$ cat src/hw/cbcr_cfg.svh
`ifndef CBCR_CFG_SVH
`define CBCR_CFG_SVH

// ************************************************************
// configuration space offsets
// ************************************************************
`define CBCR_OFS_PIN 8'h3D
`define CBCR_OFS_BC 8'h3E
`define CBCR_OFS_SSVID 8'h40
`define CBCR_OFS_SSID 8'h42
`define CBCR_DW_BC 6'h0F
`define CBCR_DW_SS 6'h10

// ************************************************************
// reset values and masks
// ************************************************************
`define CBCR_PIN_LINE_A 8'h01
`define CBCR_BC_RESET 16'h0340
`define CBCR_BC_RW_MASK 16'h07EF
`define CBCR_SS_RESET 16'h0000

// ************************************************************
// field positions
// ************************************************************
`define CBCR_BC_POST 10
`define CBCR_BC_PF1 9
`define CBCR_BC_PF0 8
`define CBCR_BC_ROUTE 7
`define CBCR_BC_CARD_RESET 6
`define CBCR_BC_MABT 5
`define CBCR_BC_VGA 3
`define CBCR_BC_ISA 2
`define CBCR_BC_SERR 1
`define CBCR_BC_PERR 0
`define CBCR_SYS_PAIR_TIE 29
`define CBCR_SYS_ALL_TIE 28
`define CBCR_SYS_SS_LOCK 5

`endif

$ cat src/hw/cbcr_pkg.sv
// ************************************************************
// types of the bridge configuration slice
// ************************************************************
package cbcr_pkg;

  // configuration request, one dword per access
  typedef struct packed {
    logic wr;
    logic rd;
    logic [5:0] dw;
    logic [3:0] be;
    logic [31:0] wdata;
  } cbcr_cfg_req_t;

  // address of a host access to be classified
  typedef struct packed {
    logic valid;
    logic is_io;
    logic [31:0] addr;
  } cbcr_acc_t;

  // identification values from the serial loader
  typedef struct packed {
    logic load;
    logic [15:0] vendor;
    logic [15:0] ident;
  } cbcr_ee_t;

endpackage

$ cat src/hw/cbcr_irq_tie.sv
`timescale 1ns/10ps
`default_nettype none

// ************************************************************
// interrupt line joining
// ************************************************************
module cbcr_irq_tie #(
  parameter int LINES = 4
) (
  input wire logic clk_i,
  input wire logic arst_n_i,
  input wire logic pair_irq_tie_i,
  input wire logic all_irq_tie_i,
  input wire logic [LINES-1:0] req_i,
  output logic [LINES-1:0] line_o
);

  logic [LINES-1:0] next_line;

  // each line: joined onto line 0 or passed through
  genvar g;
  generate
    for (g = 0; g < LINES; g++) begin : g_line
      always_comb begin
        if (g == 0) begin
          if (all_irq_tie_i) begin
            next_line[g] = |req_i;
          end else if (pair_irq_tie_i) begin
            next_line[g] = req_i[0] | req_i[1];
          end else begin
            next_line[g] = req_i[0];
          end
        end else if (all_irq_tie_i || (pair_irq_tie_i && g == 1)) begin
          next_line[g] = 1'b0;
        end else begin
          next_line[g] = req_i[g];
        end
      end
    end
  endgenerate

  // register the lines
  always_ff @(posedge clk_i or negedge arst_n_i) begin
    if (!arst_n_i) begin
      line_o <= '0;
    end else begin
      line_o <= next_line;
    end
  end

endmodule

`default_nettype wire

$ cat src/hw/cbcr_ident.sv
`timescale 1ns/10ps
`default_nettype none
`include "cbcr_cfg.svh"

// ************************************************************
// subsystem identification pair
// ************************************************************
module cbcr_ident (
  input wire logic clk_i,
  input wire logic arst_n_i,
  input wire logic wr_i,
  input wire logic [3:0] be_i,
  input wire logic [31:0] wdata_i,
  input wire logic subsystem_write_lock_i,
  input wire cbcr_pkg::cbcr_ee_t ee_i,
  output logic [31:0] ident_o
);

  logic [31:0] next_ident;

  // loader wins; host bytes only while unlocked
  always_comb begin
    next_ident = ident_o;
    if (ee_i.load) begin
      next_ident = {ee_i.ident, ee_i.vendor};
    end else if (wr_i && !subsystem_write_lock_i) begin
      for (int b = 0; b < 4; b++) begin
        if (be_i[b]) begin
          next_ident[b*8 +: 8] = wdata_i[b*8 +: 8];
        end
      end
    end
  end

  // only the global reset clears, bus reset never reaches here
  always_ff @(posedge clk_i or negedge arst_n_i) begin
    if (!arst_n_i) begin
      ident_o <= {`CBCR_SS_RESET, `CBCR_SS_RESET};
    end else begin
      ident_o <= next_ident;
    end
  end
endmodule

`default_nettype wire

$ cat src/hw/cbcr_regs.sv
`timescale 1ns/10ps
`default_nettype none
`include "cbcr_cfg.svh"

// Function
// - Interrupt pin report of the card function always reads 01h.
// - Tie selections come from system control bits 28 and 29.
// - Pairwise tie joins the second interrupt line onto the first.
// - Smart-card pin is select field plus one, or 01h when all tied.
// - Bridge control bits 15..11 and 4 always read zero.
// - Bit 10 enables burst write posting through the socket.
// - Bits 9 and 8 mark memory windows prefetchable; both reset to 1.
// - Bit 7 routes card interrupts to legacy IRQ instead of PCI lines.
// - Card reset follows bit 6 or a passed-on host bus reset.
// - Host bus reset keeps bit 6; only global reset touches it.
// - Bit 5 set: card master abort gives target abort, and SERR while SERR is enabled.
// - Bit 3 forwards VGA address accesses to the card bus.
// - Bit 2 withholds ISA I/O hitting upper 768 bytes per 1K.
// - Card system error reaches SERR only while bit 1 is set.
// - Bit 0 set: card parity errors reported on card parity signal.
// - Identification writes accepted only while system bit 5 is clear.
// - Identification cleared by global reset only.
// - Serial loader fills both identification values after reset.
// - All-lines tie joins all four interrupt lines onto the first.
module cbcr_regs (
  // clock and global reset
  input wire logic REF_CLK_I,
  input wire logic ARST_N_I,
  // pins from the buses
  input wire logic HOST_BUS_RESET_N_I,
  input wire logic CARD_SYSTEM_ERROR_N_I,
  // configuration access
  input wire cbcr_pkg::cbcr_cfg_req_t CFG_REQ_I,
  output logic [31:0] CFG_RDATA_O,
  output logic CFG_ACK_O,
  // system side
  input wire logic [31:0] SYS_CTRL_I,
  input wire logic [1:0] SC_INT_SEL_I,
  input wire cbcr_pkg::cbcr_ee_t EE_I,
  output logic [7:0] SC_PIN_O,
  // interrupts
  input wire logic [3:0] FUNC_IRQ_I,
  input wire logic CARD_FUNC_IRQ_I,
  output logic [3:0] IRQ_LINE_O,
  output logic LEGACY_IRQ_O,
  // access classification
  input wire cbcr_pkg::cbcr_acc_t ACC_I,
  output logic VGA_FORWARD_O,
  output logic ISA_WITHHOLD_O,
  // errors
  input wire logic CB_MASTER_ABORT_I,
  input wire logic CB_PARITY_DETECT_I,
  input wire logic SERR_ENABLE_I,
  output logic TARGET_ABORT_O,
  output logic SERR_O,
  output logic CARD_PARITY_ERROR_O,
  output logic CARD_PARITY_ERROR_OE_O,
  // bridge controls
  output logic CARD_RESET_O,
  output logic WRITE_POST_ENABLE_O,
  output logic WINDOW0_PREFETCHABLE_O,
  output logic WINDOW1_PREFETCHABLE_O
);

  // ************************************************************
  // pin synchronisers
  // ************************************************************
  logic [1:0] sync1;
  logic [1:0] sync2;
  logic host_bus_reset;
  logic card_system_error;

  // two flops per pin, first stage read only by the second
  always_ff @(posedge REF_CLK_I or negedge ARST_N_I) begin
    if (!ARST_N_I) begin
      sync1 <= 2'h3;
      sync2 <= 2'h3;
    end else begin
      sync1 <= {CARD_SYSTEM_ERROR_N_I, HOST_BUS_RESET_N_I};
      sync2 <= sync1;
    end
  end

  assign host_bus_reset = ~sync2[0];
  assign card_system_error = ~sync2[1];

  // ************************************************************
  // system control fields
  // ************************************************************
  logic all_irq_tie;
  logic pair_irq_tie;
  logic subsystem_write_lock;

  // tie selections and identification lock from system control
  assign all_irq_tie = SYS_CTRL_I[`CBCR_SYS_ALL_TIE];
  assign pair_irq_tie = SYS_CTRL_I[`CBCR_SYS_PAIR_TIE];
  assign subsystem_write_lock = SYS_CTRL_I[`CBCR_SYS_SS_LOCK];

  // ************************************************************
  // bridge control register
  // ************************************************************
  logic [15:0] bridge_control;
  logic [15:0] next_bridge_control;
  logic [15:0] bc_wdata;
  logic bc_wr;

  assign bc_wr = CFG_REQ_I.wr && CFG_REQ_I.dw == `CBCR_DW_BC;

  // byte merge, then keep only writable bits
  always_comb begin
    bc_wdata = bridge_control;
    if (CFG_REQ_I.be[2]) begin
      bc_wdata[7:0] = CFG_REQ_I.wdata[23:16];
    end
    if (CFG_REQ_I.be[3]) begin
      bc_wdata[15:8] = CFG_REQ_I.wdata[31:24];
    end
    next_bridge_control = bridge_control;
    if (host_bus_reset) begin
      next_bridge_control = `CBCR_BC_RESET;
      next_bridge_control[`CBCR_BC_CARD_RESET] = bridge_control[`CBCR_BC_CARD_RESET];
    end else if (bc_wr) begin
      next_bridge_control = bc_wdata & `CBCR_BC_RW_MASK;
    end
  end

  // global reset loads the documented defaults
  always_ff @(posedge REF_CLK_I or negedge ARST_N_I) begin
    if (!ARST_N_I) begin
      bridge_control <= `CBCR_BC_RESET;
    end else begin
      bridge_control <= next_bridge_control;
    end
  end

  // ************************************************************
  // identification and interrupt lines
  // ************************************************************
  logic [31:0] ident;
  logic [3:0] irq_req;

  cbcr_ident u_ident (
    .clk_i(REF_CLK_I),
    .arst_n_i(ARST_N_I),
    .wr_i(CFG_REQ_I.wr && CFG_REQ_I.dw == `CBCR_DW_SS),
    .be_i(CFG_REQ_I.be),
    .wdata_i(CFG_REQ_I.wdata),
    .subsystem_write_lock_i(subsystem_write_lock),
    .ee_i(EE_I),
    .ident_o(ident)
  );

  // card interrupt joins line A unless routed to legacy IRQ
  always_comb begin
    irq_req = FUNC_IRQ_I;
    irq_req[0] = FUNC_IRQ_I[0] | (CARD_FUNC_IRQ_I & ~bridge_control[`CBCR_BC_ROUTE]);
  end

  cbcr_irq_tie #(
    .LINES(4)
  ) u_irq_tie (
    .clk_i(REF_CLK_I),
    .arst_n_i(ARST_N_I),
    .pair_irq_tie_i(pair_irq_tie),
    .all_irq_tie_i(all_irq_tie),
    .req_i(irq_req),
    .line_o(IRQ_LINE_O)
  );

  // ************************************************************
  // registered outputs, then parity pin and control levels driven directly
  // ************************************************************
  logic [31:0] next_rdata;
  logic [7:0] next_sc_pin;
  logic next_vga;
  logic next_isa;
  logic next_tabort;
  logic next_serr;
  logic next_perr;
  logic vga_hit;
  logic isa_hit;
  logic low_page;

  // read mux, pin report fixed at line A
  always_comb begin
    case (CFG_REQ_I.dw)
      `CBCR_DW_BC: next_rdata = {bridge_control, `CBCR_PIN_LINE_A, 8'h00};
      `CBCR_DW_SS: next_rdata = ident;
      default: next_rdata = 32'h0000_0000;
    endcase
    if (!CFG_REQ_I.rd) begin
      next_rdata = CFG_RDATA_O;
    end
  end

  // smart-card pin report
  always_comb begin
    if (all_irq_tie) begin
      next_sc_pin = `CBCR_PIN_LINE_A;
    end else begin
      next_sc_pin = 8'(SC_INT_SEL_I) + `CBCR_PIN_LINE_A;
    end
  end

  // VGA and ISA alias decode
  always_comb begin
    low_page = ACC_I.addr[31:16] == 16'h0000;
    if (ACC_I.is_io) begin
      vga_hit = low_page && ((ACC_I.addr[15:4] == 12'h03B && ACC_I.addr[3:2] != 2'h3)
                || ACC_I.addr[15:5] == 11'h01E);
    end else begin
      vga_hit = ACC_I.addr[31:17] == 15'h0005;
    end
    isa_hit = ACC_I.is_io && low_page && ACC_I.addr[9:8] != 2'h0;
    next_vga = ACC_I.valid && vga_hit && bridge_control[`CBCR_BC_VGA];
    next_isa = ACC_I.valid && isa_hit && bridge_control[`CBCR_BC_ISA];
  end

  // error reporting
  always_comb begin
    next_tabort = CB_MASTER_ABORT_I && bridge_control[`CBCR_BC_MABT];
    next_serr = SERR_ENABLE_I && (next_tabort
                || (card_system_error && bridge_control[`CBCR_BC_SERR]));
    next_perr = CB_PARITY_DETECT_I && bridge_control[`CBCR_BC_PERR];
  end

  // output flops
  always_ff @(posedge REF_CLK_I or negedge ARST_N_I) begin
    if (!ARST_N_I) begin
      CFG_RDATA_O <= 32'h0000_0000;
      CFG_ACK_O <= 1'b0;
      SC_PIN_O <= `CBCR_PIN_LINE_A;
      VGA_FORWARD_O <= 1'b0;
      ISA_WITHHOLD_O <= 1'b0;
      TARGET_ABORT_O <= 1'b0;
      SERR_O <= 1'b0;
      CARD_PARITY_ERROR_OE_O <= 1'b0;
      CARD_RESET_O <= 1'b1;
    end else begin
      CFG_RDATA_O <= next_rdata;
      CFG_ACK_O <= CFG_REQ_I.rd | CFG_REQ_I.wr;
      SC_PIN_O <= next_sc_pin;
      VGA_FORWARD_O <= next_vga;
      ISA_WITHHOLD_O <= next_isa;
      TARGET_ABORT_O <= next_tabort;
      SERR_O <= next_serr;
      CARD_PARITY_ERROR_OE_O <= next_perr;
      CARD_RESET_O <= next_bridge_control[`CBCR_BC_CARD_RESET] | host_bus_reset;
    end
  end

  // open-drain parity pin pulls low only
  assign CARD_PARITY_ERROR_O = 1'b0;

  // control levels straight from the register; legacy IRQ is the card interrupt gated by bit 7
  assign WRITE_POST_ENABLE_O = bridge_control[`CBCR_BC_POST];
  assign WINDOW1_PREFETCHABLE_O = bridge_control[`CBCR_BC_PF1];
  assign WINDOW0_PREFETCHABLE_O = bridge_control[`CBCR_BC_PF0];
  assign LEGACY_IRQ_O = CARD_FUNC_IRQ_I & bridge_control[`CBCR_BC_ROUTE];
endmodule

`default_nettype wire

$ cat config.mk
export PLATFORM = sky130hd
export DESIGN_NAME = cbcr_regs
export DESIGN_NICKNAME = d
export VERILOG_FILES = /design/src/hw/cbcr_pkg.sv /design/src/hw/cbcr_irq_tie.sv /design/src/hw/cbcr_ident.sv /design/src/hw/cbcr_regs.sv
export VERILOG_INCLUDE_DIRS = /design/src /design/src/hw
export SDC_FILE = /design/constraint.sdc
export NUM_CORES = 1
export LEC_CHECK = 0
export ABC_AREA = 1
export BUFFER_PORTS_ARGS = -buffer_cell sky130_fd_sc_hd__buf_4
export CAP_MARGIN = 20
export CORE_MARGIN = 5
export CORE_UTILIZATION = 25
export CTS_CLUSTER_DIAMETER = 30
export DETAILED_ROUTE_END_ITERATION = 8
export PLACE_DENSITY_LB_ADDON = 0.2
export SKIP_CTS_REPAIR_TIMING = 1
export SYNTH_ARGS = -nofsm -noshare
export SYNTH_HDL_FRONTEND = slang
export SYNTH_SLANG_ARGS = --single-unit
$ cat constraint.sdc
create_clock -name REF_CLK_I -period 2.7 [get_ports REF_CLK_I]
set_input_delay 0.27 -clock REF_CLK_I [delete_from_list [all_inputs] [get_ports REF_CLK_I]]
set_output_delay 0.27 -clock REF_CLK_I [all_outputs]
set_load 0.02 [all_outputs]
# Yosys cells after proc, flatten, opt, wreduce, memory -nomap -nowiden

Index checks and enable logic that the tools add are counted.

Reduce and logical (&&, ||, !) cells: 33
Shifts and indexed selects: 0
Mux-type cells: 18
Magnitude comparators: 0
Div/mod/pow operators: 0
$add $sub $neg: 1
Bitwise operators: 9
Multipliers: 0
Equality and inequality tests: 9

Operator list:

| kind                | number |
|---|---|
| $mux 32             | 2 |
| $pmux 32 s2         | 1 |
| $mux 8              | 5 |
| $mux 16             | 2 |
| $logic_not 16->1    | 1 |
| $eq 15x3->1 const B | 1 |
| $logic_and 1x1->1   | 15 |
| $eq 12x6->1 const B | 1 |
| $reduce_and 2->1    | 6 |
| $reduce_bool 2->1   | 6 |
| $eq 11x5->1 const B | 1 |
| $eq 6x4->1 const B  | 1 |
| $eq 6x5->1 const B  | 1 |
| $mux 1              | 6 |
| $mux 3              | 2 |
| $ne 2x2->1 const B  | 3 |
| $or 1x1->1          | 4 |
| $reduce_or 4->1     | 1 |
| $add 2x1->3 const B | 1 |
| $logic_or 1x1->1    | 3 |
| $not 1->1           | 3 |
| $and 1x1->1         | 2 |
| $ne 2x1->1 const B  | 1 |
| $logic_not 1->1     | 1 |

Output and inout bits: 56
Bits in read-only memories: 0
Logic and storage cells: 90
Memory bits (writable): 0
Memories: 0
Bits of input ports: 157
Bits in latches: 0
Flip-flop bits (word level): 103

# Depth between registers and ports, before layout

Word-level depth: 7
Mapped depth: 8
Depth with buffers taken out: 8

# Hierarchy

Synthesis repeated with hierarchy kept, for this count alone.

Cells, all modules: 558
Area total of the unflattened synthesis: 4453.0 µm²

Modules (own cells, without submodules):

| module       | area each (µm²) | cells each | instances | sequential area each (µm²) |
|---|---|---|---|---|
| cbcr_regs    | 2603.7          | 300        | 1         | 1412.6 |
| cbcr_ident   | 1707.9          | 245        | 1         | 800.8 |
| cbcr_irq_tie | 141.4           | 13         | 1         | 100.1 |

# Worst setup path after synthesis

Ideal clock, no wire load.

Kind: register to register
Start point: register sync2[0]
End point: register bridge_control[8]
Path slack: 1533 ps
Period minus slack after synthesis: 1167 ps
Cell stages (with the launch flop): 5
Path buffers: 1
Data arrival time: 1090 ps
Setup time: 77 ps
Required time: 2623 ps
Path through: dfstp_2 -> buf_1 -> nand3_1 -> nor2_1 -> nor2_1

Cells in the longest elaborated chain, start to end: 2
Elaborated cells on any way between the ends: 4
Those cells by class: eq/ne: 2; mux: 1; reduce/logical: 1

RTL lines:

| element                                            | line             | RTL |
|---|---|---|
| start, declared                                    | cbcr_regs.sv:69  | `logic [1:0] sync2;` |
| start signal, assigned                             | cbcr_regs.sv:80  | `sync2 <= sync1;` |
| $ne 2x2->1 (no line) or $ne 2x1->1 (tied branches) | n/a              |  |
| $reduce_and 2->1 (no line)                         | n/a              |  |
| end signal, assigned                               | cbcr_regs.sv:130 | `` bridge_control <= `CBCR_BC_RESET; `` |
| end signal, assigned                               | cbcr_regs.sv:132 | `bridge_control <= next_bridge_control;` |
| end, declared                                      | cbcr_regs.sv:102 | `logic [15:0] bridge_control;` |

Parallel ways exist; a longest one is shown, timed or not.
A chain may end at the register's enable or synchronous reset.

==> metrics.yaml <==
status: "finished clean"
min_period_over_period_pct: 51.1
mostFrequentLayoutCell: "nand2_1"
routed_wl_um: 13700
irDropWorstVdd_uv: 263
rows: 48
async_reset_ff_share_pct: 100
cp.required_ns: 2.92
grtUsageMet3_pct: 2.15
p_per_area_mw_per_mm2: 512
dieArea_sq_mm: 0.0202
synth.avg_cell_area_sq_um: 7.96
grt_pass1_vias: 4209
synth_top_area_share_pct: 47.5
synth_cell_types: 34
nets: 876
yosys.area.top_type: "dfrtp_1"
crit_arrival_ns: 1.60
path_class: "input pin to flip-flop"
yosys_warnings: 0
multi_input_area_sq_mm: 0.00180
start_util_pct: 25.4
crit_top_cell: "a21oi_1"
gp_congestion: 0.744
maxSlewViolCount: 0
tritoncts: "done"
fin_crit_ns: 1.38
grt_max_degree: 48
final-hold-violation-count: 0
antenna_found_initial: 0
clock_skew_ns: 0.00379
detail_route.wl_per_cell_um: 14.4
place.port_buffers: 175
die_w_um: 142
grt-busiest-layer: "met2"
max-slew-margin-rel_pct: 40.4
cts-root-buf: "clkbuf_16"
leakage_uw: 0.00321
drt_first_pass_iters: 4
ys.flop_type: "dfrtp_1"
chipHeight_um: 142
n_fill_cell: 1802
drc_errors: 0
clock_sinks: 92
grt_usage_pct: 13.3
grt_pass1_wl_um: 21500
crit_chain: "buf_4 > inv_1 > a21oi_1 > a21oi_1"
area_growth_pct: 41.4
critPathLaunchType: "input pin"
clockBufferDepth: 2
cp_max_fo: 42
num_io_pins: 213
setup_tns_ns: 0
layout_common_cells: "nand2_1, buf_4, dfrtp_1"
drv_cap: 0
worstSetupEndpointType: "flip-flop"
clk_latency_ns: 0.34
slowest_stage: "inv_1"
vias: 4112
fp.coreArea_sq_mm: 0.0172
cts_max_level: 3
post_synth_inst_count: 549
overflow: 0
synth-edff-count: 0
power.total_uw: 3160
clk_pin_slew_ns: 0.07
register_area_sq_mm: 0.00231
yosys-top-cells-area: "dfrtp_1, nand2_1, nand3_1"
drt_iter0_drc: 166
numCtsBuffers: 9
worstMarginPinSlew_ns: 0.894
timing.fmax_mhz: 725
cp_num_buf_inv: 2
grt_use_met2_pct: 22.4
met1_usage_pct: 17.7
routed_via_density: 4.34
hp-class: "input pin to flip-flop"
netlist_area_sq_mm: 0.00437
drive_above_1_share_pct: 30.8
ys_seq_area_share_pct: 52.9
rsz0062_at_grt: "false"
setup_violations: 0
post-dp-hpwl_um: 10100
slowest_delay_ns: 0.54
path_delay_family: "buffers and inverters"
antenna_cells: 0
ys_ff_latch: 92
ant_nets: 0
## cell usage after synthesis (4+ instances only)
cell type  count
nand2_1      227
dfrtp_1       83
nand3_1       52
nor2_1        35
inv_1         29
o21ai_0       29
a31oi_1       10
clkbuf_1      10
a21oi_1        9
dfstp_2        9
buf_2          8
o21ai_1        7
buf_4          6
buf_1          4
nand2_4        4
nand3_4        4
## final cells by class
cell class / instances / area share, %
Clock buffer: 9 / 3.64
Tap cell: 225 / 4.56
Clock inverter: 7 / 0.830
Sequential cell: 92 / 37.4
Inverter: 32 / 2.02
Multi-Input combinational cell: 401 / 29.2
Timing Repair Buffer: 182 / 22.4
## metal layers
metal / up-vias / routed length, um / share of wire (%)
met3: 12 / 687 / 5.0
met2: 108 / 6900 / 51
met5: - / 0 / 0
met4: 0 / 187 / 1.4
met1: 1919 / 5880 / 43
li1: 2073 / - / -
## state kept, by name, indices dropped and copies added (netlist names)
register / count
CFG_RDATA_O: 32
u_ident.ident_o: 32
bridge_control: 10
u_irq_tie.line_o: 4
SC_PIN_O: 3
sync1: 2
sync2: 2
CARD_PARITY_ERROR_OE_O: 1
CARD_RESET_O: 1
CFG_ACK_O: 1
ISA_WITHHOLD_O: 1
SERR_O: 1
TARGET_ABORT_O: 1
VGA_FORWARD_O: 1
## worst paths after layout
kind / cells past startpoint / slack [ns] / end / from
worst max register to register: 4 / 1.35 / bridge_control[9]$_DFFE_PN1P_ / sync2[0]$_DFF_PN1_
worst max-delay path: 4 / 1.32 / CFG_RDATA_O[8]$_DFFE_PN0P_ / CFG_REQ_I[42]
worst min-delay path: 1 / 0.04 / sync1[0]$_DFF_PN1_ / HOST_BUS_RESET_N_I
min in group asynchronous: 2 / 0.50 / CFG_RDATA_O[27]$_DFFE_PN0P_ / ARST_N_I
worst min register to register: 0 / 0.36 / sync2[0]$_DFF_PN1_ / sync1[0]$_DFF_PN1_
max in group asynchronous: 3 / 1.45 / CARD_RESET_O$_DFF_PN1_ / ARST_N_I
## power breakdown
group	total [uW]	switching [uW]	internal, uW
logic	475	253	222
registers	1510	44.0	1460
clock network	1180	553	629
## per-stage QoR
stage,hold WS (ns),instances,util (%),worst slack (ns),area [sq um]
after global placement,0.332,931,34.2,0.978,5890
final,0.0355,948,35.9,1.32,6180
after detailed placement,0.339,931,34.2,0.953,5890
after floorplan,-0.0256,554,-,1.53,4390
after CTS,-0.0348,947,35.8,1.31,6170
after global routing,0.0165,948,35.9,1.21,6180
## cell families after synthesis
family | count (synthesis) | synth area share [%]
fa+ha+maj | 1 | 0.286
flops | 92 | 52.9
compound gates | 58 | 7.07
buf+inv | 61 | 6.27
other cells | 1 | 0.0858
simple gates | 336 | 33.4
Power figures use the tool's default switching activity.
